## src/hdl/dpsa_pkg.sv

```systemverilog
// Constants shared by the token-space port controller and its testbench.
// Assumes one 125 MHz clock and a single-port attachment to the dual-port part.
package dpsa_pkg;

    localparam int CLK_PERIOD_NS = 8;
    localparam int CNT_W = 8;
    localparam int TOKEN_COUNT = 8;
    localparam int TOKEN_AW = 3;
    localparam int DATA_W = 16;

    // Address and enable must settle before the write pulse starts
    localparam int T_BUSY_SETTLE_NS = 20;
    localparam int T_WRITE_PULSE_NS = 15;
    localparam int T_READ_ACCESS_NS = 20;
    localparam int T_RECOVERY_NS = 10;
    // Latency of the three-stage synchroniser plus the agreement stage
    localparam int SYNC_LAT_CYC = 4;
    // Re-reads of a busy token after the first readback before the request is withdrawn
    localparam logic [3:0] POLL_LIMIT = 4'h8;

    function automatic int cyc_up(input int ns);
        int c;
        c = (ns + CLK_PERIOD_NS - 1) / CLK_PERIOD_NS;
        return (c < 1) ? 1 : c;
    endfunction

    localparam int SETTLE_CYC_I = cyc_up(T_BUSY_SETTLE_NS);
    localparam logic [CNT_W-1:0] SETTLE_LOAD = CNT_W'(SETTLE_CYC_I - 1);
    localparam logic [CNT_W-1:0] WPULSE_LOAD = CNT_W'(cyc_up(T_WRITE_PULSE_NS) - 1);
    localparam logic [CNT_W-1:0] READ_LOAD = CNT_W'(cyc_up(T_READ_ACCESS_NS) + SYNC_LAT_CYC - 1);
    localparam logic [CNT_W-1:0] RECOV_LOAD = CNT_W'(cyc_up(T_RECOVERY_NS) - 1);
    localparam logic [CNT_W-1:0] CNT_ZERO = 8'h00;

    localparam logic [1:0] OP_POLL = 2'h0;
    localparam logic [1:0] OP_ACQUIRE = 2'h1;
    localparam logic [1:0] OP_RELEASE = 2'h2;
    localparam logic [1:0] OP_INIT = 2'h3;

    localparam logic [TOKEN_AW-1:0] TOKEN_FIRST = 3'h0;
    localparam logic [TOKEN_AW-1:0] TOKEN_LAST = 3'h7;
    localparam logic [TOKEN_AW-1:0] TOKEN_STEP = 3'h1;
    localparam logic [3:0] POLL_STEP = 4'h1;

    typedef enum logic [2:0] {
        DPSA_IDLE,
        DPSA_SETUP,
        DPSA_WPULSE,
        DPSA_WRECOV,
        DPSA_READ,
        DPSA_GAP,
        DPSA_DONE
    } dpsa_state_t;

endpackage

```

## src/hdl/dpsa_in_sync.sv

```systemverilog
// Three-stage synchroniser with agreement filter for asynchronous pins.
// Assumes inputs idle high; output moves only once stages two and three agree.
`timescale 1ns/1ps
module dpsa_in_sync #(
    parameter int W = 2
) (
    input wire logic sys_clk_i,
    input wire logic nrst_i,
    input wire logic [W-1:0] d_i,
    output logic [W-1:0] q_o
);
    typedef struct packed {
        logic [W-1:0] s1;
        logic [W-1:0] s2;
        logic [W-1:0] s3;
        logic [W-1:0] q;
    } dpsa_sync_t;

    dpsa_sync_t r;
    dpsa_sync_t next_r;

    always_comb begin
        next_r = r;
        next_r.s1 = d_i;
        next_r.s2 = r.s1;
        next_r.s3 = r.s2;
        // First stage feeds only the second; the filter looks at two and three
        for (int i = 0; i < W; i++) begin
            if (r.s2[i] == r.s3[i]) begin
                next_r.q[i] = r.s3[i];
            end
        end
    end

    always_ff @(posedge sys_clk_i or negedge nrst_i) begin
        if (!nrst_i) begin
            r <= '1;
        end else begin
            r <= next_r;
        end
    end

    assign q_o = r.q;
endmodule // dpsa_in_sync

```

## src/hdl/dpsa_port_ctrl.sv

```systemverilog
// Controller for one port of a dual-port part's token space.
// Assumes the part's pins are wired directly; the other port is driven by another agent.
// Summary of operation
// Master drives contention flag, slave receives it
// Slave uses incoming flag only as write-inhibit
// Exactly one master part per width-expanded array
// Contention depends on address and select only
// Hold address, select until flag settles; then write
// Eight token latches, separate from memory array
// Port idle means select and token-select high
// Flags active low: zero requests, one releases
// Token-select low routes access to token space
// Each token has own address, both ports
// Tokens gate nothing; meaning is software's
// Write zero, read back before using resource
// After failure poll, or withdraw and retry
// Three low address lines, data bit zero
// Read value latched while select and enable low
// Pending zero transfers ownership on release
// Simultaneous requests give token to one side
`timescale 1ns/1ps
module dpsa_port_ctrl
    import dpsa_pkg::*;
(
    input wire logic sys_clk_i,
    input wire logic nrst_i,
    input wire logic cmd_valid_i,
    input wire logic [1:0] cmd_op_i,
    input wire logic [TOKEN_AW-1:0] cmd_token_i,
    output logic cmd_ready_o,
    output logic rsp_valid_o,
    output logic rsp_granted_o,
    output logic rsp_flag_o,
    output logic rsp_inhibit_o,
    output logic ce_n_o,
    output logic flag_space_select_n_o,
    output logic rw_n_o,
    output logic oe_n_o,
    output logic [TOKEN_AW-1:0] addr_o,
    output logic [DATA_W-1:0] data_o,
    output logic data_oe_o,
    input wire logic [DATA_W-1:0] data_i,
    input wire logic busy_n_i
);
    typedef struct packed {
        dpsa_state_t st;
        logic [1:0] op;
        logic [TOKEN_AW-1:0] tok;
        logic wr_val;
        logic last_rd;
        logic [CNT_W-1:0] cnt;
        logic [3:0] polls;
        logic granted;
        logic flag;
        logic inhib;
        logic rsp_valid;
        logic sem_n;
        logic rw_n;
        logic oe_n;
        logic dq_oe;
        logic seen_zero;
    } dpsa_regs_t;

    dpsa_regs_t r;
    dpsa_regs_t next_r;
    logic [1:0] pins_s;
    logic flag_s;
    logic busy_n_s;

    dpsa_in_sync #(
        .W(2)
    ) u_sync (
        .sys_clk_i(sys_clk_i),
        .nrst_i(nrst_i),
        .d_i({busy_n_i, data_i[0]}),
        .q_o(pins_s)
    );

    assign flag_s = pins_s[0];
    assign busy_n_s = pins_s[1];

    always_comb begin
        next_r = r;
        next_r.rsp_valid = 1'b0;
        if (r.cnt != CNT_ZERO) begin
            next_r.cnt = r.cnt - 8'h01;
        end
        unique case (r.st)
            DPSA_IDLE: begin
                if (cmd_valid_i) begin
                    next_r.op = cmd_op_i;
                    next_r.tok = (cmd_op_i == OP_INIT) ? TOKEN_FIRST : cmd_token_i;
                    next_r.polls = 4'h0;
                    next_r.granted = 1'b0;
                    next_r.seen_zero = 1'b0;
                    next_r.inhib = 1'b0;
                    next_r.sem_n = 1'b0;
                    if (cmd_op_i == OP_POLL) begin
                        next_r.oe_n = 1'b0;
                        next_r.last_rd = 1'b1;
                        next_r.cnt = READ_LOAD;
                        next_r.st = DPSA_READ;
                    end else begin
                        // Zero requests the token, one releases it
                        next_r.wr_val = (cmd_op_i != OP_ACQUIRE);
                        next_r.dq_oe = 1'b1;
                        next_r.last_rd = 1'b0;
                        next_r.cnt = SETTLE_LOAD;
                        next_r.st = DPSA_SETUP;
                    end
                end
            end
            DPSA_SETUP: begin
                // Address and select held while the contention flag settles
                if (r.cnt == CNT_ZERO) begin
                    next_r.rw_n = 1'b0;
                    next_r.cnt = WPULSE_LOAD;
                    next_r.st = DPSA_WPULSE;
                    // Only one master drives this flag, so one sample suffices
                    next_r.inhib = r.inhib | ~busy_n_s;
                end
            end
            DPSA_WPULSE: begin
                if (r.cnt == CNT_ZERO) begin
                    next_r.rw_n = 1'b1;
                    next_r.cnt = RECOV_LOAD;
                    next_r.st = DPSA_WRECOV;
                end
            end
            DPSA_WRECOV: begin
                // Data held past the rising strobe for hold time
                if (r.cnt == CNT_ZERO) begin
                    next_r.sem_n = 1'b1;
                    next_r.dq_oe = 1'b0;
                    next_r.cnt = RECOV_LOAD;
                    next_r.st = DPSA_GAP;
                end
            end
            DPSA_READ: begin
                if (r.cnt == CNT_ZERO) begin
                    next_r.flag = flag_s;
                    next_r.seen_zero = ~flag_s;
                    // Select and enable released so the latched value refreshes
                    next_r.oe_n = 1'b1;
                    next_r.sem_n = 1'b1;
                    next_r.cnt = RECOV_LOAD;
                    next_r.st = DPSA_GAP;
                end
            end
            DPSA_GAP: begin
                if (r.cnt == CNT_ZERO) begin
                    next_r.st = DPSA_DONE;
                    if (r.op == OP_ACQUIRE && r.last_rd) begin
                        if (!r.flag) begin
                            next_r.granted = 1'b1;
                        end else if (r.polls != POLL_LIMIT) begin
                            // Keep polling; a pending zero may turn into ownership
                            next_r.polls = r.polls + POLL_STEP;
                            next_r.sem_n = 1'b0;
                            next_r.oe_n = 1'b0;
                            next_r.cnt = READ_LOAD;
                            next_r.st = DPSA_READ;
                        end else begin
                            // Withdraw, or the pending request would hang the other side
                            next_r.wr_val = 1'b1;
                            next_r.sem_n = 1'b0;
                            next_r.dq_oe = 1'b1;
                            next_r.last_rd = 1'b0;
                            next_r.cnt = SETTLE_LOAD;
                            next_r.st = DPSA_SETUP;
                        end
                    end else if (r.op == OP_ACQUIRE && !r.wr_val) begin
                        next_r.sem_n = 1'b0;
                        next_r.oe_n = 1'b0;
                        next_r.last_rd = 1'b1;
                        next_r.cnt = READ_LOAD;
                        next_r.st = DPSA_READ;
                    end else if (r.op == OP_INIT && r.tok != TOKEN_LAST) begin
                        next_r.tok = r.tok + TOKEN_STEP;
                        next_r.sem_n = 1'b0;
                        next_r.dq_oe = 1'b1;
                        next_r.cnt = SETTLE_LOAD;
                        next_r.st = DPSA_SETUP;
                    end
                end
            end
            DPSA_DONE: begin
                next_r.rsp_valid = 1'b1;
                next_r.st = DPSA_IDLE;
            end
        endcase
    end

    always_ff @(posedge sys_clk_i or negedge nrst_i) begin
        if (!nrst_i) begin
            r <= '{st: DPSA_IDLE, sem_n: 1'b1, rw_n: 1'b1, oe_n: 1'b1, flag: 1'b1, default: '0};
        end else begin
            r <= next_r;
        end
    end

    assign cmd_ready_o = (r.st == DPSA_IDLE);
    assign rsp_valid_o = r.rsp_valid;
    assign rsp_granted_o = r.granted;
    assign rsp_flag_o = r.flag;
    assign rsp_inhibit_o = r.inhib;
    // Token access keeps the array deselected
    assign ce_n_o = 1'b1;
    assign flag_space_select_n_o = r.sem_n;
    assign rw_n_o = r.rw_n;
    assign oe_n_o = r.oe_n;
    assign addr_o = r.tok;
    assign data_o = {DATA_W{r.wr_val}};
    assign data_oe_o = r.dq_oe;

    a_idle_standby: assert property (@(posedge sys_clk_i) disable iff (!nrst_i)
        (r.st == DPSA_IDLE) |-> (flag_space_select_n_o && ce_n_o && oe_n_o && rw_n_o))
        else $error("port not in standby while idle");

    a_write_setup: assert property (@(posedge sys_clk_i) disable iff (!nrst_i)
        $fell(rw_n_o) |-> $past(!flag_space_select_n_o && rw_n_o, SETTLE_CYC_I))
        else $error("write pulse started before settle time");

    a_addr_hold: assert property (@(posedge sys_clk_i) disable iff (!nrst_i)
        !flag_space_select_n_o |-> $stable(addr_o) || $past(flag_space_select_n_o))
        else $error("address moved during token access");

    a_oe_rw_excl: assert property (@(posedge sys_clk_i) disable iff (!nrst_i)
        !(!oe_n_o && (!rw_n_o || data_oe_o)))
        else $error("read enable overlaps write drive");

    a_readback_follows: assert property (@(posedge sys_clk_i) disable iff (!nrst_i)
        ($rose(rw_n_o) && r.op == OP_ACQUIRE && !r.wr_val) |-> ##[1:20] !oe_n_o)
        else $error("request write not followed by readback");

    a_grant_read: assert property (@(posedge sys_clk_i) disable iff (!nrst_i)
        (rsp_valid_o && rsp_granted_o) |-> (r.seen_zero && !rsp_flag_o && r.op == OP_ACQUIRE))
        else $error("grant reported without zero readback");

    a_poll_limit: assert property (@(posedge sys_clk_i) disable iff (!nrst_i)
        r.polls <= POLL_LIMIT)
        else $error("poll count beyond limit");

    a_poll_bounded: assert property (@(posedge sys_clk_i) disable iff (!nrst_i)
        (rsp_valid_o && r.op == OP_ACQUIRE && !rsp_granted_o)
        |-> (r.wr_val && r.polls == POLL_LIMIT))
        else $error("failed request not withdrawn after poll limit");

    a_release_one: assert property (@(posedge sys_clk_i) disable iff (!nrst_i)
        ($fell(rw_n_o) && r.op != OP_ACQUIRE) |-> data_o[0])
        else $error("release or init wrote zero");

    a_read_release: assert property (@(posedge sys_clk_i) disable iff (!nrst_i)
        $fell(oe_n_o) |-> $past(flag_space_select_n_o) || $past(oe_n_o, 2))
        else $error("read enable not cycled between token reads");
endmodule // dpsa_port_ctrl

```

## config.mk

```make
export PLATFORM = sky130hd
export DESIGN_NAME = dpsa_port_ctrl
export DESIGN_NICKNAME = d
export VERILOG_FILES = /design/src/hdl/dpsa_pkg.sv /design/src/hdl/dpsa_in_sync.sv /design/src/hdl/dpsa_port_ctrl.sv
export SDC_FILE = /design/constraint.sdc
export NUM_CORES = 1
export LEC_CHECK = 0
export ABC_AREA = 1
export BUFFER_PORTS_ARGS = -buffer_cell sky130_fd_sc_hd__buf_2
export CAP_MARGIN = 20
export CORE_MARGIN = 2
export CORE_UTILIZATION = 45
export CTS_CLUSTER_SIZE = 24
export DETAILED_ROUTE_END_ITERATION = 8
export GPL_ROUTABILITY_DRIVEN = 0
export MAX_ROUTING_LAYER = met4
export PLACE_DENSITY = 0.72
export SLEW_MARGIN = 20
export SYNTH_ARGS = -nofsm -noshare
export SYNTH_HDL_FRONTEND = slang
export SYNTH_SLANG_ARGS = --single-unit
```

## constraint.sdc

```tcl
create_clock -name sys_clk_i -period 4.55 [get_ports sys_clk_i]
set_clock_uncertainty 0.15 [all_clocks]
set_input_delay 0.6825 -clock sys_clk_i [delete_from_list [all_inputs] [get_ports sys_clk_i]]
set_output_delay 0.6825 -clock sys_clk_i [all_outputs]
set_load 0.01 [all_outputs]
```

==> flow_summary.ini, run 1 <==
[yosys]
synthesis.nets = 360
netlist_instances = 328
yosysWarnings = 0
synth-seq-area-share_pct = 38.9
netlist_area_um2 = 2480
yosys_register_bits = 38
postSynthAreaPerCell_um2 = 7.57
yosys.cell_types.count = 34

[setup_path]
cp.required_ps = 3720
cp_max_fo = 8
arrival_ps = 1330
cp-end-kind = output port
criticalPathCategory = register to output port
start_kind = register

[timing]
fin_tns_setup_ps = 0
fin_hold_ws_ps = 199
fmax_ghz = 0.462
period_needed_ps = 2160
hold_viol = 0
relSlewSlack_pct = 44.5
tightest_slew_ps = 832
post-route-period-util_pct = 47.6
grt_setup_unrepaired = false
final_max_slew_viol_count = 0
setup_viol_count_final = 0

[clock_network]
cts.path.max_buffers = 2
htree_levels = 2
path_clk_slew_ps = 80
clk_latency_ps = 290
clockRootBuffer = clkbuf_8
cts_hold_buf = 0
cts_tree = yes
numCtsBuffers = 5
clock-sinks = 38
postCtsSetupRepairBufs = 0
cts-resized-gates = 0

[drt]
via_count = 2009
first_pass_iters = 4
drc_errors = 0
ant_nets = 0
viasPerCell = 4.76
drtIter0Drc = 84
wirelength_um = 4870
wl_per_cell_um = 11.5

[cells_and_area]
final_common_cell = nand2_1
area_growth_pct = 8.92
final_nets = 381
final_cell_mix = nand2_1, buf_2, nor2_1, inv_1, dfrtp_1
n_antenna_cell = 0
post_route_cells_drive_above_1_share_pct = 25.7
fillers = 535

[floorplanning]
die_area_um2 = 6130
row_count = 27
die_w_um = 78.3
die_h_um = 78.3
design.portCount = 54
core_um2 = 5410
initial_core_util_pct = 45.9

[global_route]
grt-busiest-layer = met2
grt_max_degree = 39
grt_pass1_wl_um = 8800
antenna_found_initial = 0
grt_use_met1_pct = 23.2
met2_usage_pct = 30.3
grt_pass1_vias = 1938
grt_use_met3_pct = 3.10
track_usage_pct = 18.6
overflow = 0

[status]
status = finished clean

[power]
vdd_drop_max_v = 0.000286
p_leak_nw = 1.44
p_per_area_nw_per_um2 = 644

[hold_path]
hp-class = register to register

[placement]
dp_hpwl_um = 3680
io_buffers = 37

[run]
drv_cap = 0
cells in the mapped netlist, drive strengths merged:
| master | n | area, µm² |
|---|---|---|
| inv | 40 | 158 |
| nor2 | 45 | 229 |
| o21bai | 1 | 7.51 |
| dfstp | 12 | 315 |
| clkbuf | 1 | 3.75 |
| o22ai | 2 | 12.5 |
| o221ai | 1 | 8.76 |
| buf | 22 | 166 |
| nand3 | 26 | 148 |
| nor3 | 1 | 5.00 |
| nand4 | 4 | 25.0 |
| o21a | 1 | 7.51 |
| a21oi | 4 | 20.0 |
| nand2 | 108 | 467 |
| conb | 1 | 3.75 |
| dfrtp | 26 | 651 |
| o211ai | 2 | 15.0 |
| ha | 7 | 87.6 |
| xor2 | 6 | 52.6 |
| o21ai | 16 | 80.1 |
| maj3 | 2 | 20.0 |
stage by stage:
stage               utilization (%)  instances  worst slack, ps  total power, W  area [µm²]
floorplan                         -        328             2880         0.00131        2480
global placement               47.9        414             2560         0.00143        2590
detailed placement             47.9        414             2570         0.00145        2590
CTS                            50.0        422             2390         0.00176        2700
global route                   50.0        422             2320         0.00192        2700
finish                         50.0        422             2390         0.00174        2700
layer usage:
metal,share of wire [%],vias up
li1,-,1049
met1,47,921
met2,47,30
met3,2.9,9
met4,2.6,0
met5,0,-
kinds of logic (layout without fill, tap and decap cells):
kind of cell | Yosys count | in the layout | share of synthesized area [%]
other | 1 | 1 | 0.151
adder cells (fa/ha/maj) | 9 | 9 | 4.33
buffers and inverters | 63 | 85 | 13.2
AND/OR/NAND/NOR | 184 | 184 | 35.2
flip-flops | 38 | 38 | 38.9
XOR/XNOR | 6 | 6 | 2.12
AO/OA/AOI/OAI | 27 | 27 | 6.10
state kept, by name, summed over array words and instances (netlist names), 2 cells and up:
name and cells:
addr_o 3, r 18, u_sync.next_r 4, u_sync.q_o 2
u_sync.r 2
report_power, final:
part / switching [W] / internal (W)
sequential: 0.0000970 / 0.000446
combinational: 0.000580 / 0.000319
clock: 0.000120 / 0.000179
cell type report:
cell class | count | area (µm²) | share of cell area, %
repair buffers | 37 | 185 | 6.85
well taps | 72 | 90.1 | 3.33
multi-input cells | 227 | 1190 | 44.0
clock inverters | 1 | 30.0 | 1.11
inverters | 40 | 158 | 5.83
flip-flops and latches | 38 | 966 | 35.7
clock buffers | 7 | 86.3 | 3.19
path summary, 6_finish.rpt:
check / startpoint / endpoint / slack (ps) / depth (start not counted)
hold reg to reg: u_sync.next_r[4] / u_sync.next_r[2] / 200 / 0
hold / removal: u_sync.next_r[4] / u_sync.next_r[2] / 200 / 0
setup / recovery: r[28] / cmd_ready_o / 2390 / 4
min in group asynchronous: nrst_i / r[18] / 340 / 1
max in group asynchronous: nrst_i / r[30] / 3380 / 1
setup reg to reg: r[13] / data_o[0] / 2660 / 9
critical path, cell delays in order, from the launching register on:
cell,delay (ps)
dfrtp_1,490
nor2_2,190
nand2_4,120
inv_2,120
buf_2,140
Power figures use the tool's default switching activity.
==> inputs of run 2 (changes only) <==
Clock period 4.55 ns to 2 ns, I/O delays scaled along.
==> flow_summary.ini, run 2 (synthesized netlist as in run 1, its figures left out) <==
[setup_path]
reg2reg_depth = 10
criticalPathCategory = register to register
start_kind = register
cp_max_fo = 4
cp.required_ps = 2050
reg2reg_to = addr_o[0]
reg2reg_slack_ps = 160
cp-end-kind = register
arrival_ps = 1890
rr_startpoint = addr_o[0]

[timing]
fin_tns_setup_ps = 0
hold_viol = 0
post-route-period-util_pct = 92.2
fmax_ghz = 0.542
grt_setup_unrepaired = false
setup_viol_count_final = 0
final_max_slew_viol_count = 0
period_needed_ps = 1840

[global_route]
grt_pass1_wl_um = 8880
antenna_found_initial = 0
track_usage_pct = 18.8
grt_pass1_vias = 1995
overflow = 0
grt_max_degree = 39

[hold_path]
holdPathEnd = r[27]
holdPathStages = 3
min-delay-start = cmd_op_i[1]
hp-class = primary input to register

[clock_network]
clk_latency_ps = 300
clock-sinks = 38
cts_tree = yes
path_clk_slew_ps = 80
clockRootBuffer = clkbuf_8
cts.path.max_buffers = 2
numCtsBuffers = 5
htree_levels = 2
postCtsSetupRepairBufs = 0

[cells_and_area]
finalInstanceArea_um2 = 2790
final_nets = 389
n_antenna_cell = 0
final_common_cell = nand2_1
largest-register = r
largest_reg_flops = 18
final_cell_mix = nand2_1, buf_2, nor2_1, inv_1, dfrtp_1
post_route_cells_drive_above_1_share_pct = 26.8
area_growth_pct = 12.2

[floorplanning]
row_count = 27
die_h_um = 78.3
die_w_um = 78.3
design.portCount = 54
die_area_um2 = 6130
core_um2 = 5410
initial_core_util_pct = 45.9

[power]
p_leak_nw = 1.48
p_per_area_nw_per_um2 = 1440
vdd_drop_max_v = 0.000744

[status]
status = finished clean

[placement]
dp_hpwl_um = 3760
place_area_um2 = 2640
io_buffers = 37

[drt]
wirelength_um = 5040
wl_per_cell_um = 11.7
first_pass_iters = 4
ant_nets = 0
viasPerCell = 4.80
drc_errors = 0
drtIter0Drc = 127
via_count = 2066

[run]
drv_cap = 0
==> run 2: through the flow <==
| stage | power (W) | hold WS, ps | worst slack, ps | utilization (%) | instances |
|---|---|---|---|---|---|
| finish | 0.00401 | 105 | 155 | 51.6 | 430 |
| floorplan | 0.00298 | -146 | 361 | - | 328 |
| global route | 0.00440 | 122 | 18.2 | 51.6 | 430 |
| detailed placement | 0.00335 | 135 | 175 | 48.8 | 419 |
| CTS | 0.00403 | 100 | 143 | 51.5 | 430 |
| global placement | 0.00330 | 133 | 173 | 48.8 | 419 |
==> run 2: critical path, stage by stage (launching register included) <==
cell     delay [ps]
dfrtp_1         420
ha_1            210
ha_1            180
nor2_1          240
nor2_2           90
inv_1            70
nand2_2          60
nor2_4          150
inv_2            60
nand2_1          60
nand2_1          50
==> run 2: layout make-up <==
class | count | area (µm²)
fill | 538 | 2620
multi-input combinational | 227 | 1190
sequential | 38 | 966
timing repair buffer | 45 | 265
inverter | 40 | 158
tap | 72 | 90.1
clock buffer | 5 | 68.8
clock inverter | 3 | 45.0
==> run 2: what timing repair did <==
item,4_1_cts,5_1_grt
endpoints found under the hold margin,28,0
gates resized for setup,0,1
endpoints found under the setup margin,0,4
hold buffers,3,0
==> run 2: how the worst max path moves through the flow <==
stage          startpoint   endpoint  slack [ps]
2_1_floorplan       r[13]      r[28]         360
3_3_place_gp        r[13]      r[28]         170
3_5_place_dp    addr_o[0]  addr_o[0]         170
4_1_cts             r[13]      r[28]         140
5_1_grt             r[13]      r[21]          20
6_report        addr_o[0]  addr_o[0]         160
==> run 2: routing by layer <==
layer	vias up	share of wire [%]	global-route usage [%]
met1	952	46	22.8
met4	0	1.7	7.89
met2	38	50	31.2
met3	9	2.7	3.33
li1	1067	-	-
met5	-	0	-
==> run 2: where the power goes <==
part | leakage (nW) | total [W] | switching [W] | internal (W)
sequential | 0.463 | 0.00121 | 0.000194 | 0.00102
clock | 0.0504 | 0.000666 | 0.000295 | 0.000371
combinational | 0.968 | 0.00213 | 0.00137 | 0.000764
total | 1.48 | 0.00401 | 0.00186 | 0.00215
